`config.mk`:
```
export PLATFORM = sky130hd
export DESIGN_NAME = sar_conversion_control
export DESIGN_NICKNAME = d
export VERILOG_FILES = /design/src/verilog/sar_conversion_control.v
export VERILOG_INCLUDE_DIRS = /design/src /design/src/include
export SDC_FILE = /design/constraint.sdc
export NUM_CORES = 1
export LEC_CHECK = 0
export BUFFER_PORTS_ARGS = -buffer_cell sky130_fd_sc_hd__buf_2
export CAP_MARGIN = 20
export CELL_PAD_IN_SITES_DETAIL_PLACEMENT = 1
export CELL_PAD_IN_SITES_GLOBAL_PLACEMENT = 1
export CORE_AREA = 4 4 152 154
export DETAILED_ROUTE_END_ITERATION = 8
export DIE_AREA = 0 0 156 158
export PLACE_DENSITY_LB_ADDON = 0.1
export SKIP_LAST_GASP = 1
export SLEW_MARGIN = 30
export SYNTH_ARGS = -nofsm -noshare
export SYNTH_HDL_FRONTEND = slang
export SYNTH_SLANG_ARGS = --single-unit
```
`constraint.sdc`:
```
create_clock -name clk -period 8 [get_ports clk]
set_clock_uncertainty 0.1 [all_clocks]
set_input_delay 0 -clock clk [delete_from_list [all_inputs] [get_ports clk]]
set_output_delay 0 -clock clk [all_outputs]
set_load 0.01 [all_outputs]
```
`src/include/sar_ctl_consts.vh`:
```
// Constants for the converter control block: register byte offsets,
// field positions, reset values and phase lengths.
// Assumes the includer works on a 50 ns bus clock.
`ifndef SAR_CTL_CONSTS_VH
`define SAR_CTL_CONSTS_VH

`define OFF_STATUS_CONTROL_ONE 8'h00
`define OFF_STATUS_CONTROL_TWO 8'h04
`define OFF_RESULT_HIGH 8'h08
`define OFF_RESULT_LOW 8'h0C
`define OFF_COMPARE_VALUE_HIGH 8'h10
`define OFF_COMPARE_VALUE_LOW 8'h14
`define OFF_CONFIG_REG 8'h18
`define OFF_PIN_DISABLE_ONE 8'h1C
`define OFF_PIN_DISABLE_TWO 8'h20
`define OFF_PIN_DISABLE_THREE 8'h24

`define SC1_DONE_BIT 7
`define SC1_IRQ_EN_BIT 6
`define SC1_CONT_BIT 5
`define SC2_ACTIVE_BIT 7
`define SC2_HWTRG_BIT 6
`define SC2_CMP_EN_BIT 5
`define SC2_CMP_GT_BIT 4
`define CFG_LOWPWR_BIT 7
`define CFG_LSMP_BIT 4

`define CHANNEL_OFF 5'h1F
`define SC1_RESET 8'h1F
`define MODE_8BIT 2'h0
`define MODE_10BIT 2'h2
`define SRC_BUS 2'h0
`define SRC_BUS_HALF 2'h1
`define SRC_ALT 2'h2
`define SRC_ASYNC 2'h3

`define RESP_OKAY 2'h0
`define RESP_SLVERR 2'h2

`define CLK_PERIOD_NS 50
`define ASYNC_STARTUP_NS 5000
`define SETUP_CONVERSION_CLOCK 3
`define SAMPLE_SHORT_CONVERSION_CLOCK 6
`define SAMPLE_LONG_CONVERSION_CLOCK 26
`define FINISH_CONVERSION_CLOCK 2

`endif

```
`src/verilog/sar_conversion_control.v`:
```
// Control of a successive approximation converter behind an AXI4-Lite
// register slave: clock choice, triggers, sequencing, result transfer.
// Assumes the analog core answers comparator_in for dac_code_r and that
// alternate, async and trigger inputs come from outside this clock domain.
//
// Functional notes
// RQ1 - Disabled in reset or channel all ones; idle after completion.
// RQ2 - Approximation yields 11 raw bits in 10-bit, 9 in 8-bit mode.
// RQ3 - Round to 10 bits over both results, or 8 bits into low only.
// RQ4 - Done flag set after result written; interrupt when enabled.
// RQ5 - Four clock sources selectable, bus clock after reset.
// RQ6 - Source divided by 1, 2, 4 or 8 to form conversion clock.
// RQ7 - Internal async clock keeps running in wait and stop.
// RQ8 - Pin disable forces high impedance, no pullup, port reads zero.
// RQ9 - Hardware trigger rising edge starts conversion when selected.
// RQ10 - Trigger edges during conversion or continuous run are ignored.
// RQ11 - Software trigger: control one write with live channel starts.
// RQ12 - Continuous mode restarts after each transfer until aborted.
// RQ13 - Result high read in 10-bit mode blocks transfer until low read.
// RQ14 - Blocked transfer restarts, except failed compare single stops.
// RQ15 - Software avoids reading results during a single conversion.
// RQ16 - Register writes, reset or stop without async clock abort.
// RQ17 - Abort keeps last results; reset clears them.
// RQ18 - Idle until start; async generator enabled only at start.
// RQ19 - Sample short or long, isolate, approximate, then transfer.
// RQ20 - First conversion within 20/23/40/43 conversion clocks plus 5 bus.
// RQ21 - Async source adds up to 5 us startup before first conversion.
// RQ22 - Later continuous conversions within 17/20/37/40 conversion clocks.
// RQ23 - Mode 00 is 8-bit, mode 10 is 10-bit.
// RQ24 - Compare passes on greater-or-equal or below; else no transfer.
//
// Implementation choices: the address map and the AXI4-Lite register port.
`include "sar_ctl_consts.vh"
`timescale 1ns/100ps
`default_nettype none

module sar_conversion_control #(
	parameter STARTUP_CYC = `ASYNC_STARTUP_NS / `CLK_PERIOD_NS,
	parameter PINS = 24
) (
	input wire clk,
	input wire sys_rst,
	input wire [7:0] s_axi_awaddr,
	input wire s_axi_awvalid,
	output reg s_axi_awready,
	input wire [31:0] s_axi_wdata,
	input wire [3:0] s_axi_wstrb,
	input wire s_axi_wvalid,
	output reg s_axi_wready,
	output reg [1:0] s_axi_bresp,
	output reg s_axi_bvalid,
	input wire s_axi_bready,
	input wire [7:0] s_axi_araddr,
	input wire s_axi_arvalid,
	output reg s_axi_arready,
	output reg [31:0] s_axi_rdata,
	output reg [1:0] s_axi_rresp,
	output reg s_axi_rvalid,
	input wire s_axi_rready,
	input wire alternate_clock,
	input wire internal_async_clock,
	input wire hw_trigger_input,
	input wire comparator_in,
	input wire stop_mode,
	input wire [PINS-1:0] port_pin_in,
	output reg [PINS-1:0] port_read_r,
	output reg [PINS-1:0] pin_analog_r,
	output reg async_osc_enable_r,
	output reg sample_r,
	output reg [4:0] channel_r,
	output reg [10:0] dac_code_r,
	output reg low_power_r,
	output reg conv_irq_r
);

	localparam ST_IDLE = 3'd0;
	localparam ST_WARM = 3'd1;
	localparam ST_SETUP = 3'd2;
	localparam ST_SAMPLE = 3'd3;
	localparam ST_SAR = 3'd4;
	localparam ST_FIN = 3'd5;
	localparam ST_XFER = 3'd6;

	// Configuration and result storage
	reg [7:0] sc1_r;
	reg [7:0] sc2_r;
	reg [7:0] cfg_r;
	reg [7:0] cvh_r;
	reg [7:0] cvl_r;
	reg [7:0] res_hi_r;
	reg [7:0] res_lo_r;
	reg [PINS-1:0] pin_dis_r;
	reg lock_r;

	wire irq_en = sc1_r[`SC1_IRQ_EN_BIT];
	wire cont_en = sc1_r[`SC1_CONT_BIT];
	wire [4:0] chan = sc1_r[4:0];
	wire hw_trg = sc2_r[`SC2_HWTRG_BIT];
	wire cmp_en = sc2_r[`SC2_CMP_EN_BIT];
	wire cmp_gt = sc2_r[`SC2_CMP_GT_BIT];
	wire [1:0] div_sel = cfg_r[6:5];
	wire long_smp = cfg_r[`CFG_LSMP_BIT];
	wire mode10 = (cfg_r[3:2] == `MODE_10BIT); // [RQ23]
	wire [1:0] src_sel = cfg_r[1:0];

	// Three-stage synchronisers; a level is taken once stages 2 and 3 agree
	wire [3:0] raw_in = {comparator_in, hw_trigger_input,
		internal_async_clock, alternate_clock};
	reg [3:0] sy1_r;
	reg [3:0] sy2_r;
	reg [3:0] sy3_r;
	reg [3:0] filt_r;
	wire [3:0] rise;
	genvar g;
	generate
		for (g = 0; g < 4; g = g + 1) begin : gen_sync
			always @(posedge clk) begin
				if (sys_rst) begin
					sy1_r[g] <= 1'b0;
					sy2_r[g] <= 1'b0;
					sy3_r[g] <= 1'b0;
					filt_r[g] <= 1'b0;
				end else begin
					sy1_r[g] <= raw_in[g];
					sy2_r[g] <= sy1_r[g];
					sy3_r[g] <= sy2_r[g];
					if (sy2_r[g] == sy3_r[g])
						filt_r[g] <= sy3_r[g];
				end
			end
			assign rise[g] = sy2_r[g] & sy3_r[g] & ~filt_r[g];
		end
	endgenerate
	wire cmp_bit = filt_r[3];

	// Conversion clock as a tick; alternate and async sources are
	// sampled, so they must stay well below half the bus rate.
	reg half_r;
	reg [2:0] div_cnt_r;
	reg src_tick;
	always @* begin
		case (src_sel) // [RQ5]
			`SRC_BUS: src_tick = 1'b1;
			`SRC_BUS_HALF: src_tick = half_r;
			`SRC_ALT: src_tick = rise[0];
			default: src_tick = rise[1];
		endcase
	end
	wire [2:0] div_max = (3'd1 << div_sel) - 3'd1;
	wire conversion_clock_tick = src_tick & (div_cnt_r == div_max); // [RQ6]

	// Bus write and read strobes
	reg aw_got_r;
	reg w_got_r;
	reg [7:0] wa_r;
	reg [7:0] wd_r;
	reg wlane_r;
	wire wr_go = aw_got_r & w_got_r & ~s_axi_bvalid;
	wire wr_en = wr_go & wlane_r;
	wire wr_sc1 = wr_en & (wa_r == `OFF_STATUS_CONTROL_ONE);
	wire wr_sc2 = wr_en & (wa_r == `OFF_STATUS_CONTROL_TWO);
	wire wr_cfg = wr_en & (wa_r == `OFF_CONFIG_REG);
	wire wr_cvh = wr_en & (wa_r == `OFF_COMPARE_VALUE_HIGH);
	wire wr_cvl = wr_en & (wa_r == `OFF_COMPARE_VALUE_LOW);
	wire rd_go = s_axi_arvalid & s_axi_arready;
	wire rd_hi = rd_go & (s_axi_araddr == `OFF_RESULT_HIGH);
	wire rd_lo = rd_go & (s_axi_araddr == `OFF_RESULT_LOW);

	// Sequencer
	reg [2:0] state_r;
	reg [6:0] ph_cnt_r;
	reg [3:0] bit_r;
	reg [10:0] sar_r;
	reg first_r;
	wire busy = (state_r != ST_IDLE);
	wire trig_edge = rise[2] & hw_trg & ~busy
		& (chan != `CHANNEL_OFF); // [RQ10]
	wire sw_start = wr_sc1 & ~hw_trg & (wd_r[4:0] != `CHANNEL_OFF);
	wire stop_abort = stop_mode & (src_sel != `SRC_ASYNC); // [RQ7]
	wire abort = wr_sc1 | wr_sc2 | wr_cfg | wr_cvh | wr_cvl | stop_abort;

	// Rounding and compare at transfer time
	wire [10:0] rnd_sum = mode10 ? ({1'b0, sar_r[10:1]} + {10'h000, sar_r[0]})
		: ({3'h0, sar_r[8:1]} + {10'h000, sar_r[0]});
	wire [9:0] rounded = mode10
		? (rnd_sum[10] ? 10'h3FF : rnd_sum[9:0])
		: (rnd_sum[8] ? 10'h0FF : rnd_sum[9:0]); // [RQ3]
	wire [9:0] cmp_val = mode10 ? {cvh_r[1:0], cvl_r} : {2'h0, cvl_r};
	wire [10:0] diff = {1'b0, rounded} - {1'b0, cmp_val};
	wire ge = ~diff[10];
	wire cmp_pass = ~cmp_en | (cmp_gt ? ge : ~ge); // [RQ24]
	wire [9:0] xfer_val = cmp_en ? diff[9:0] : rounded;
	wire blocked = lock_r & mode10;
	wire in_xfer = (state_r == ST_XFER);
	wire do_xfer = in_xfer & ~blocked & cmp_pass;

	always @(posedge clk) begin
		if (sys_rst) begin
			state_r <= ST_IDLE; // [RQ1]
			ph_cnt_r <= 7'd0;
			bit_r <= 4'd0;
			sar_r <= 11'h000;
			first_r <= 1'b1;
			half_r <= 1'b0;
			div_cnt_r <= 3'd0;
			async_osc_enable_r <= 1'b0;
			sample_r <= 1'b0;
			dac_code_r <= 11'h000;
		end else begin
			half_r <= ~half_r;
			if (src_tick)
				div_cnt_r <= (div_cnt_r == div_max) ? 3'd0 : div_cnt_r + 3'd1;
			sample_r <= (state_r == ST_SAMPLE); // [RQ19]
			dac_code_r <= sar_r | (11'h001 << bit_r);
			if (abort && !sw_start) begin
				state_r <= ST_IDLE; // [RQ16]
				async_osc_enable_r <= 1'b0;
			end else if (sw_start || trig_edge) begin // [RQ9] [RQ11] [RQ16]
				first_r <= 1'b1;
				ph_cnt_r <= 7'd0;
				// Generator only powered from the start of a conversion
				async_osc_enable_r <= (src_sel == `SRC_ASYNC); // [RQ18]
				state_r <= (src_sel == `SRC_ASYNC) ? ST_WARM : ST_SETUP; // [RQ21]
				div_cnt_r <= 3'd0;
			end else begin
				case (state_r)
					ST_WARM: begin
						// Startup budget is counted in bus clocks
						if (ph_cnt_r == STARTUP_CYC[6:0] - 7'd1) begin
							ph_cnt_r <= 7'd0;
							state_r <= ST_SETUP;
						end else begin
							ph_cnt_r <= ph_cnt_r + 7'd1;
						end
					end
					ST_SETUP: if (conversion_clock_tick) begin // [RQ20]
						if (ph_cnt_r == `SETUP_CONVERSION_CLOCK - 1) begin
							ph_cnt_r <= 7'd0;
							state_r <= ST_SAMPLE;
						end else begin
							ph_cnt_r <= ph_cnt_r + 7'd1;
						end
					end
					ST_SAMPLE: if (conversion_clock_tick) begin // [RQ19]
						if (ph_cnt_r == (long_smp ? `SAMPLE_LONG_CONVERSION_CLOCK
							: `SAMPLE_SHORT_CONVERSION_CLOCK) - 1) begin
							ph_cnt_r <= 7'd0;
							sar_r <= 11'h000;
							bit_r <= mode10 ? 4'd10 : 4'd8; // [RQ2]
							state_r <= ST_SAR;
						end else begin
							ph_cnt_r <= ph_cnt_r + 7'd1;
						end
					end
					ST_SAR: if (conversion_clock_tick) begin // [RQ2]
						sar_r[bit_r] <= cmp_bit;
						if (bit_r == 4'd0)
							state_r <= ST_FIN;
						else
							bit_r <= bit_r - 4'd1;
					end
					ST_FIN: if (conversion_clock_tick) begin
						if (ph_cnt_r == `FINISH_CONVERSION_CLOCK - 1) begin
							ph_cnt_r <= 7'd0;
							state_r <= ST_XFER;
						end else begin
							ph_cnt_r <= ph_cnt_r + 7'd1;
						end
					end
					ST_XFER: begin
						first_r <= 1'b0;
						if ((blocked && !(cmp_en && !cmp_pass && !cont_en))
							|| cont_en) begin
							state_r <= ST_SAMPLE; // [RQ12] [RQ14] [RQ22]
							div_cnt_r <= 3'd0;
						end else begin
							state_r <= ST_IDLE; // [RQ1] [RQ14]
							async_osc_enable_r <= 1'b0;
						end
					end
					default: state_r <= ST_IDLE;
				endcase
			end
		end
	end

	// Register file; a transfer that coincides with a write still lands
	always @(posedge clk) begin
		if (sys_rst) begin
			sc1_r <= `SC1_RESET;
			sc2_r <= 8'h00;
			cfg_r <= 8'h00; // [RQ5]
			cvh_r <= 8'h00;
			cvl_r <= 8'h00;
			res_hi_r <= 8'h00; // [RQ17]
			res_lo_r <= 8'h00;
			pin_dis_r <= {PINS{1'b0}};
			lock_r <= 1'b0;
		end else begin
			if (wr_sc1)
				sc1_r[6:0] <= wd_r[6:0];
			if (wr_sc2)
				sc2_r[6:4] <= wd_r[6:4];
			if (wr_cfg)
				cfg_r <= wd_r;
			if (wr_cvh)
				cvh_r <= {6'h00, wd_r[1:0]};
			if (wr_cvl)
				cvl_r <= wd_r;
			if (wr_en && wa_r == `OFF_PIN_DISABLE_ONE)
				pin_dis_r[7:0] <= wd_r;
			if (wr_en && wa_r == `OFF_PIN_DISABLE_TWO)
				pin_dis_r[15:8] <= wd_r;
			if (wr_en && wa_r == `OFF_PIN_DISABLE_THREE)
				pin_dis_r[23:16] <= wd_r;
			sc2_r[`SC2_ACTIVE_BIT] <= busy;
			// Done clears on a control one write or low-result read; set wins
			if (do_xfer)
				sc1_r[`SC1_DONE_BIT] <= 1'b1; // [RQ4]
			else if (wr_sc1 || rd_lo)
				sc1_r[`SC1_DONE_BIT] <= 1'b0;
			if (do_xfer) begin // [RQ3] [RQ17]
				res_hi_r <= mode10 ? {6'h00, xfer_val[9:8]} : 8'h00;
				res_lo_r <= xfer_val[7:0];
			end
			if (rd_lo || !mode10)
				lock_r <= 1'b0;
			else if (rd_hi)
				lock_r <= 1'b1; // [RQ13]
		end
	end

	// Pin control and outputs
	always @(posedge clk) begin
		if (sys_rst) begin
			pin_analog_r <= {PINS{1'b0}};
			port_read_r <= {PINS{1'b0}};
			channel_r <= `CHANNEL_OFF;
			low_power_r <= 1'b0;
			conv_irq_r <= 1'b0;
		end else begin
			pin_analog_r <= pin_dis_r; // [RQ8]
			port_read_r <= port_pin_in & ~pin_dis_r; // [RQ8]
			channel_r <= chan;
			low_power_r <= cfg_r[`CFG_LOWPWR_BIT];
			conv_irq_r <= sc1_r[`SC1_DONE_BIT] & irq_en; // [RQ4]
		end
	end

	// AXI4-Lite write channel: address and data taken in either order
	always @(posedge clk) begin
		if (sys_rst) begin
			s_axi_awready <= 1'b1;
			s_axi_wready <= 1'b1;
			s_axi_bvalid <= 1'b0;
			s_axi_bresp <= `RESP_OKAY;
			aw_got_r <= 1'b0;
			w_got_r <= 1'b0;
			wa_r <= 8'h00;
			wd_r <= 8'h00;
			wlane_r <= 1'b0;
		end else begin
			if (s_axi_awvalid && s_axi_awready) begin
				aw_got_r <= 1'b1;
				wa_r <= {s_axi_awaddr[7:2], 2'b00};
				s_axi_awready <= 1'b0;
			end
			if (s_axi_wvalid && s_axi_wready) begin
				w_got_r <= 1'b1;
				wd_r <= s_axi_wdata[7:0];
				wlane_r <= s_axi_wstrb[0];
				s_axi_wready <= 1'b0;
			end
			if (wr_go) begin
				aw_got_r <= 1'b0;
				w_got_r <= 1'b0;
				s_axi_bvalid <= 1'b1;
				s_axi_bresp <= (wa_r > `OFF_PIN_DISABLE_THREE)
					? `RESP_SLVERR : `RESP_OKAY;
			end
			if (s_axi_bvalid && s_axi_bready) begin
				s_axi_bvalid <= 1'b0;
				s_axi_awready <= 1'b1;
				s_axi_wready <= 1'b1;
			end
		end
	end

	// AXI4-Lite read channel; reads of results drive the interlock
	always @(posedge clk) begin
		if (sys_rst) begin
			s_axi_arready <= 1'b1;
			s_axi_rvalid <= 1'b0;
			s_axi_rdata <= 32'h00000000;
			s_axi_rresp <= `RESP_OKAY;
		end else begin
			if (rd_go) begin
				s_axi_arready <= 1'b0;
				s_axi_rvalid <= 1'b1;
				s_axi_rresp <= `RESP_OKAY;
				if (s_axi_araddr[7:2] == `OFF_STATUS_CONTROL_ONE >> 2)
					s_axi_rdata <= {24'h000000, sc1_r};
				else if (s_axi_araddr[7:2] == `OFF_STATUS_CONTROL_TWO >> 2)
					s_axi_rdata <= {24'h000000, sc2_r};
				else if (s_axi_araddr[7:2] == `OFF_RESULT_HIGH >> 2)
					s_axi_rdata <= {24'h000000, res_hi_r};
				else if (s_axi_araddr[7:2] == `OFF_RESULT_LOW >> 2)
					s_axi_rdata <= {24'h000000, res_lo_r};
				else if (s_axi_araddr[7:2] == `OFF_COMPARE_VALUE_HIGH >> 2)
					s_axi_rdata <= {24'h000000, cvh_r};
				else if (s_axi_araddr[7:2] == `OFF_COMPARE_VALUE_LOW >> 2)
					s_axi_rdata <= {24'h000000, cvl_r};
				else if (s_axi_araddr[7:2] == `OFF_CONFIG_REG >> 2)
					s_axi_rdata <= {24'h000000, cfg_r};
				else if (s_axi_araddr[7:2] == `OFF_PIN_DISABLE_ONE >> 2)
					s_axi_rdata <= {24'h000000, pin_dis_r[7:0]};
				else if (s_axi_araddr[7:2] == `OFF_PIN_DISABLE_TWO >> 2)
					s_axi_rdata <= {24'h000000, pin_dis_r[15:8]};
				else if (s_axi_araddr[7:2] == `OFF_PIN_DISABLE_THREE >> 2)
					s_axi_rdata <= {24'h000000, pin_dis_r[23:16]};
				else begin
					s_axi_rdata <= 32'h00000000;
					s_axi_rresp <= `RESP_SLVERR;
				end
			end
			if (s_axi_rvalid && s_axi_rready) begin
				s_axi_rvalid <= 1'b0;
				s_axi_arready <= 1'b1;
			end
		end
	end

endmodule

`default_nettype wire
```
==> out/qor_table.md, run 1 <==
| Parameter | Reported | Unit |
|:---|:---|:---|
| Chip Width | 156 | microns |
| Startpoint of the most critical setup path | sar_r[0] | - |
| Number of instances in the synthesized netlist | 1,050 | - |
| Iteration-0 DRC Markers | 410 | - |
| FFs w/ async S/R, synth | 0 | % |
| PD cells | 194 | mW/mm^2 |
| Arrival time reported for the critical path endpoint | 4.63 | ns |
| Skew-Pair Late Insertion Delay | 0.52 | ns |
| Static leakage power | 4.97 | nW |
| Maximum number of pins on one net before global-route repair | 102 | - |
| Leading post-synthesis cells by cell area | sky130_fd_sc_hd__dfxtp_1, sky130_fd_sc_hd__mux2i_1, sky130_fd_sc_hd__a21oi_1 | - |
| Final worst path period need | 4.35 | ns |
| Effective utilization at floorplan | 43.5 | % |
| Filler cell count in the final layout | 2,535 | - |
| CP endpoint kind | flip-flop | - |
| Sort of element at the start of the critical path | flip-flop | - |
| Comb power frac | 6.2 | % |
| Sw frac | 23.4 | % |
| Number of buffers added for setup after CTS | 0 | - |
| Fraction of power consumed by the clock network | 46.3 | % |
| EDFF count, synth | 0 | - |
| Proportion of synthesized chip area in sequential cells | 44.6 | % |
| Most used flip-flop cell after synthesis | sky130_fd_sc_hd__dfxtp_1 | - |
| Max_slew headroom | 40.1 | % |
| Area occupied by multi-input gates | 0.00476 | sq mm |
| Min-Delay Path Class | in2reg | - |
| Post-route setup TNS | 0 | ns |
| Average wire per cell in the routed design | 18.4 | microns |
| Class of the most critical setup path | reg2reg | - |
| Post-detailed-route via-to-cell ratio | 5.36 | - |
| Max-cap viol count | 0 | - |
| Utilization of the core after routing | 54.3 | % |
| Number of primary I/O pins | 197 | - |
| Grt total ovfl | 0 | - |
| Slew @ Worst Pin | 0.898 | ns |
| Total die area | 0.0246 | sq mm |
| Signed area change from the synthesized netlist to the final layout | 25.0 | % |
| Number of nets with antenna violations after detailed routing | 0 | - |
| Post-detail-place hpwl | 19.2 | mm |
| TritonCTS clock tree | done | - |
| Worst IR Drop VDD | 0.172 | mV |
| Global-route wire length before repair | 45.1 | mm |
| Routability Congestion | 0.854 | - |
| Final hold violation count | 0 | - |
| Top-area cell type share of the netlist area | 44.6 | % |
| Status | completed | - |
| Total length of routed wires | 28.4 | mm |
| Commonest cells after routing, fill and taps aside | sky130_fd_sc_hd__dfxtp_1, sky130_fd_sc_hd__buf_2, sky130_fd_sc_hd__nor2_1 | - |
| Fin cells | 1,541 | - |
| Final number of max-transition violations | 0 | - |
| Number of buffers added by the clock tree synthesis step | 24 | - |
| Standard-cell row count | 54 | - |
| Syn Area/Cell | 8.98 | sq um |
| CP Data Required Time | 8.28 | ns |
| Pre-antenna DRT Iters | 5 | - |
| Share of final-layout standard cells stronger than drive strength 1 | 17.0 | % |
| Yosys synthesis warning count | 0 | - |
| Maximum operating frequency | 230 | MHz |
| Distinct cell type count after synthesis | 78 | - |
| Reg area | 0.00420 | sq mm |
| Root buf cell | sky130_fd_sc_hd__clkbuf_16 | - |
| Seq pwr share | 47.5 | % |
| Ratio of final minimum period to clock period | 54.4 | % |
| Chip Height | 158 | microns |
| Post-synth design cell area | 0.00943 | sq mm |
| Net count reported at finish | 1,356 | - |
| Via total after detailed routing | 8,259 | - |
| Critical register-to-register path startpoint | sar_r[0] | - |
| Number of clock sinks seen by CTS | 210 | - |
| Bufs on Longest Clock Path | 3 | - |
| Clock-pin transition on the worst setup and hold timing paths | 0.06 | ns |
| RSZ-0062 raised after global routing | no | - |
| Number of antenna violations at the first check in global routing | 1 | - |
| Total design power | 0.00228 | W |
| Most frequent standard cell in the layout excluding fill and tap cells | sky130_fd_sc_hd__dfxtp_1 | - |
| Leading area contributor after synthesis | sky130_fd_sc_hd__dfxtp_1 | - |
| Sw power | 0.000535 | W |
| CTS H-tree lvls | 1 | - |
| Cell count after placement | 1,413 | - |
| Count of unresolved DRC violations after routing | 0 | - |
| Setup Viol. Count Final | 0 | - |
| Internal Power | 0.00175 | W |
| Largest fanout on the critical path | 14 | - |
| Port buffer count | 141 | - |
| Total of flip-flops plus latches after synthesis | 210 | - |
| Vias in the first global route | 8,417 | - |
| Overall global routing resource usage | 22.6 | % |
| Core footprint | 0.0217 | sq mm |
| Startpoint of the lowest-slack hold path | s_axi_araddr[7] | - |
path summary, 6_finish.rpt:
check	endpoint	slack, ns	depth (start not counted)
max	res_lo_r[1]	3.65	14
min	s_axi_rdata[4]	0.04	6
max reg2reg	res_lo_r[1]	3.65	14
min reg2reg	sy2_r[3]	0.35	1
cell type report:
type / instances / area share (%)
tap: 280 / 2.97
clock buffer: 29 / 5.26
multi-input combinational: 743 / 40.4
timing repair buffer: 228 / 13.4
inverter: 36 / 1.15
antenna: 2 / 0.0425
clock inverter: 13 / 1.15
sequential: 210 / 35.7
synth_stat cells (all sizes together) (10+ instances only):
master	n
nand2	96
ha	24
a21oi	86
dfxtp	210
o32ai	11
nor2	99
o21ai	39
nand2b	10
mux2i	68
inv	36
nand3	30
clkbuf	50
nor3b	27
nor2b	47
buf	36
nor3	13
sequential cells by signal (all words and copies together) (netlist names), 4 cells and up:
name,count
sy1_r,4
wd_r,8
sy2_r,4
bit_r,4
dac_code_r,11
cvl_r,8
wa_r,6
ph_cnt_r,7
pin_analog_r,24
sc1_r,8
channel_r,5
port_read_r,24
res_lo_r,8
sar_r,11
pin_dis_r,24
s_axi_rdata,8
sy3_r,4
cfg_r,8
sc2_r,4
per-stage QoR:
step                cell area (sq um)  hold slack, ns  setup WS (ns)
floorplan                        9520        0.000353           4.54
global placement                10200           0.114           3.69
detailed placement              10200           0.118           3.60
CTS                             11800          0.0237           3.58
global route                    11800          0.0946           3.21
finish                          11800          0.0353           3.65
power by group through the flow:
stage          clock network (W)  logic (W)  registers, W
2_1_floorplan                  0  0.0000768       0.00110
3_3_place_gp                   0   0.000106       0.00111
3_5_place_dp                   0   0.000108       0.00111
4_1_cts                  0.00108   0.000139       0.00108
5_1_grt                  0.00113   0.000156       0.00109
6_report                 0.00106   0.000142       0.00108
kinds of logic after synthesis:
| kind of cell | share of synthesized area [%] |
|---|---|
| buffers and inverters | 6.04 |
| AOI/OAI and AO/OA | 16.0 |
| xor gates and xnor gates | 1.02 |
| other | 0.0398 |
| adders and majority gates | 3.40 |
| muxes | 8.05 |
| DFF | 44.6 |
| and+or+nand+nor | 20.9 |
per-layer routing:
| layer | up-vias | GRT usage [%] | wire length, microns |
|---|---|---|---|
| met1 | 3967 | 28.6 | 12500 |
| li1 | 4030 | - | - |
| met2 | 209 | 40.2 | 13800 |
| met5 | - | 0 | 0 |
| met4 | 0 | 6.59 | 787 |
| met3 | 53 | 2.84 | 1300 |
worst max-delay path: stages, from the launching register on:
cell                       delay, ns
sky130_fd_sc_hd__dfxtp_1        0.33
sky130_fd_sc_hd__ha_1           0.24
sky130_fd_sc_hd__ha_1           0.26
sky130_fd_sc_hd__and4_1         0.26
sky130_fd_sc_hd__nand2_1        0.22
sky130_fd_sc_hd__nand2b_1       0.17
sky130_fd_sc_hd__inv_1          0.07
sky130_fd_sc_hd__fa_1           0.41
sky130_fd_sc_hd__nor2b_1        0.22
sky130_fd_sc_hd__o31a_1         0.27
sky130_fd_sc_hd__nor4_1         0.10
sky130_fd_sc_hd__o31ai_1        0.63
sky130_fd_sc_hd__and3_1         0.63
sky130_fd_sc_hd__mux2i_1        0.25
sky130_fd_sc_hd__nor2_1         0.05
timing repair:
action	CTS	global route
endpoints found under the setup margin	0	0
endpoints found under the hold margin	124	0
resized for setup	0	0
hold buffers	84	0
No activity file was read; power rests on OpenSTA's default activity.
==> inputs of run 2 (changes only) <==
- CORE_AREA: 4 4 152 154 -> 4 4 165 167
- DIE_AREA: 0 0 156 158 -> 0 0 169 171
- clock period: 8 -> 3.6 ns (I/O delays scaled with it)
==> run 2 against run 1 <==
Sequential share of layout area fell by 2.0 points. First-iteration DRC count rose by 15%. Wire length rose by 7.7%. Combinational power rose by 140%. Cell area rose by 6.1%. Via count rose by 1.5%. Setup slack got worse by 3.5 ns. Cell count rose by 6.9%. Count of clock-buffer cells in the layout rose by 1. Critical endpoint is now div_cnt_r[2]. Largest cell class unchanged.
==> out/qor_table.md, run 2 (synthesis gave the netlist of run 1 again) <==
| Parameter | Reported | Unit | Delta |
|:---|:---|:---|:---|
| GRT busiest layer | met2 | - | unchanged |
| Status | completed | - | unchanged |
| Largest fanout on the critical path | 5 | - | was 14 |
| Slowest cell on crit path | sky130_fd_sc_hd__dfxtp_2 | - | was sky130_fd_sc_hd__o31ai_1 |
| Cell count of the worst hold path | 4 | - | was 6 |
| Top Registers | pin_analog_r: 24 flops, pin_dis_r: 24 flops, port_read_r: 24 flops | - | unchanged |
| Count of unresolved DRC violations after routing | 0 | - | unchanged |
| Worst IR Drop VDD | 0.290 | mV | was 0.172 mV |
| RSZ-0062 raised after global routing | yes | - | was no |
| Clock-pin transition on the worst setup and hold timing paths | 0.06 | ns | about the same |
| Share of final-layout standard cells stronger than drive strength 1 | 22.4 | % | was 17.0% |
| Standard-cell row count | 59 | - | was 54 |
| Number of buffers added by the clock tree synthesis step | 24 | - | unchanged |
| Effective utilization at floorplan | 36.6 | % | was 43.5% |
| Post-detailed-route via-to-cell ratio | 5.09 | - | was 5.36 |
| Number of nets with antenna violations after detailed routing | 0 | - | unchanged |
| Max-cap viol count | 0 | - | unchanged |
| Critical register-to-register path startpoint | sar_r[1] | - | was sar_r[0] |
| Cell breakdown of the critical path | ha_4 -> buf_6 -> nand4_1 -> nor3_2 -> mux2i_1 -> nor2_1 -> ha_1 -> o21ai_1 -> o21a_1 -> a311oi_2 -> o31ai_2 -> buf_4 -> a31o_4 -> a21o_4 -> a2111oi_2 | - | was ha_1 -> ha_1 -> and4_1 -> nand2_1 -> nand2b_1 -> inv_1 -> fa_1 -> nor2b_1 -> o31a_1 -> nor4_1 -> o31ai_1 -> and3_1 -> mux2i_1 -> nor2_1 |
| Pre-antenna DRT Iters | 4 | - | was 5 |
| Filler cell count in the final layout | 2,994 | - | was 2,535 |
| Number of clock sinks seen by CTS | 210 | - | unchanged |
| Port buffer count | 141 | - | unchanged |
| Arrival time reported for the critical path endpoint | 3.81 | ns | was 4.63 ns |
| Class of the most critical setup path | reg2reg | - | unchanged |
| Area occupied by multi-input gates | 0.00491 | sq mm | was 0.00476 sq mm |
| Via total after detailed routing | 8,382 | - | was 8,259 |
| CTS H-tree lvls | 1 | - | unchanged |
| Maximum single-stage delay on the critical path | 0.35 | ns | was 0.63 ns |
| Cell count of the worst reg-to-reg path | 15 | - | was 14 |
| Startpoint of the most critical setup path | sar_r[1] | - | was sar_r[0] |
| Overall global routing resource usage | 20.5 | % | was 22.6% |
| Total die area | 0.0289 | sq mm | was 0.0246 sq mm |
| CP Data Required Time | 3.92 | ns | was 8.28 ns |
| CP endpoint kind | flip-flop | - | unchanged |
| Number of antenna violations at the first check in global routing | 0 | - | was 1 |
| Post-route standard cell area excluding fillers | 0.0125 | sq mm | was 0.0118 sq mm |
| Reg2reg end | div_cnt_r[2] | - | was res_lo_r[1] |
| Max_slew headroom | 41.0 | % | was 40.1% |
| Final worst path period need | 3.49 | ns | was 4.35 ns |
| Fraction of met3 tracks used by global routing | 2.63 | % | was 2.84% |
| Post-detail-place hpwl | 21.2 | mm | was 19.2 mm |
| Total length of routed wires | 30.6 | mm | was 28.4 mm |
| Routability Congestion | 0.828 | - | was 0.854 |
| Grt total ovfl | 0 | - | unchanged |
| Setup Viol. Count Final | 0 | - | unchanged |
| Sort of element at the start of the critical path | flip-flop | - | unchanged |
| Reg2reg setup slack | 0.11 | ns | was 3.65 ns |
| Root buf cell | sky130_fd_sc_hd__clkbuf_16 | - | unchanged |
| Bufs on Longest Clock Path | 3 | - | unchanged |
| Chip Height | 171 | microns | was 158 microns |
| Setup slack at placement | -0.195 | ns | was 3.60 ns |
| Startpoint of the lowest-slack hold path | s_axi_araddr[5] | - | was s_axi_araddr[7] |
| Core footprint | 0.0258 | sq mm | was 0.0217 sq mm |
| Most frequent standard cell in the layout excluding fill and tap cells | sky130_fd_sc_hd__dfxtp_1 | - | unchanged |
| Skew-Pair Late Insertion Delay | 0.53 | ns | was 0.52 ns |
| TritonCTS clock tree | done | - | unchanged |
| Signed area change from the synthesized netlist to the final layout | 32.5 | % | was 25.0% |
| Worst hold path endpoint | s_axi_rresp[1] | - | was s_axi_rdata[4] |
| Ratio of final minimum period to clock period | 97.0 | % | was 54.4% |
| Final number of max-transition violations | 0 | - | unchanged |
| PD cells | 426 | mW/mm^2 | was 194 mW/mm^2 |
| Maximum number of pins on one net before global-route repair | 82 | - | was 102 |
| Commonest cells after routing, fill and taps aside | sky130_fd_sc_hd__dfxtp_1, sky130_fd_sc_hd__buf_2, sky130_fd_sc_hd__nor2_1 | - | unchanged |
| Average wire per cell in the routed design | 18.6 | microns | was 18.4 microns |
| Reg area | 0.00421 | sq mm | was 0.00420 sq mm |
| # diodes | 0 | - | was 2 |
| Chip Width | 169 | microns | was 156 microns |
| Global-route met1 utilization | 26.9 | % | was 28.6% |
| Cell Area, Placed | 0.0106 | sq mm | was 0.0102 sq mm |
| Maximum operating frequency | 286 | MHz | was 230 MHz |
| Global-route wire length before repair | 48.0 | mm | was 45.1 mm |
| Min-Delay Path Class | in2reg | - | unchanged |
| Final hold violation count | 0 | - | unchanged |
| Final critical-path setup slack | 0.107 | ns | was 3.65 ns |
| Iteration-0 DRC Markers | 473 | - | was 410 |
| Net count reported at finish | 1,408 | - | was 1,356 |
| Slew @ Worst Pin | 0.885 | ns | was 0.898 ns |
| Vias in the first global route | 8,675 | - | was 8,417 |
| Number of primary I/O pins | 197 | - | unchanged |
| Met2 capacity usage during global routing | 36.1 | % | was 40.2% |
| Static leakage power | 5.31 | nW | was 4.97 nW |
[run 2: how the worst max path moves through the flow]
stage	end	slack, ns	cells past startpoint
after floorplan	res_lo_r[6]	0.14	16
after global placement	div_cnt_r[0]	-0.03	14
after detailed placement	div_cnt_r[2]	-0.20	14
after CTS	div_cnt_r[1]	0.005	15
after global routing	div_cnt_r[1]	-0.12	15
final	div_cnt_r[2]	0.11	15
[run 2: power by group]
part | internal [W] | switching [W] | leakage [nW]
Combinational | 0.000153 | 0.000185 | 3.19
Sequential | 0.00237 | 0.0000323 | 1.71
Clock | 0.00158 | 0.00102 | 0.416
Total | 0.00410 | 0.00124 | 5.31
[run 2: cell type report]
type | count | area share (%)
multi-input combinational | 743 | 39.3
sequential | 210 | 33.7
timing repair buffer | 280 | 15.9
clock buffer | 30 | 5.23
tap | 335 | 3.35
clock inverter | 14 | 1.47
inverter | 36 | 1.08
[run 2: through the flow]
stage / power, W / cells / hold WS [ns] / utilization (%) / TNS, ns
6_report: 0.00533 / 1648 / 0.0880 / 48.5 / 0
5_1_grt: 0.00554 / 1648 / 0.118 / 48.5 / -0.462
4_1_cts: 0.00539 / 1642 / 0.0647 / 47.9 / 0
3_5_place_dp: 0.00271 / 1512 / 0.119 / 41.1 / -0.656
3_3_place_gp: 0.00271 / 1512 / 0.109 / 41.1 / -0.0840
2_1_floorplan: 0.00262 / 1075 / 0.000353 / - / 0
[run 2: what timing repair did]
item	4_1_cts	5_1_grt
pin swaps	4	15
endpoints found under the hold margin	78	5
hold buffers	85	1
setup buffers	1	6
endpoints found under the setup margin	7	11
resized for setup	16	23
[run 2: routing by layer]
| metal | up-vias | part of all wire, % | routed length (microns) |
|---|---|---|---|
| li1 | 4127 | - | - |
| met1 | 4028 | 46 | 14000 |
| met2 | 177 | 48 | 14600 |
| met3 | 50 | 3.9 | 1200 |
| met4 | 0 | 2.6 | 782 |
| met5 | - | 0 | 0 |
[run 2: worst max-delay path, delay by kind of cell (launching register included)]
kind                       cells  cell delay (ns)
AOI/OAI and AO/OA              7             1.44
adders and majority gates      2             0.49
and+or+nand+nor                3             0.44
DFF                            1             0.35
muxes                          1             0.30
buffers and inverters          2             0.27
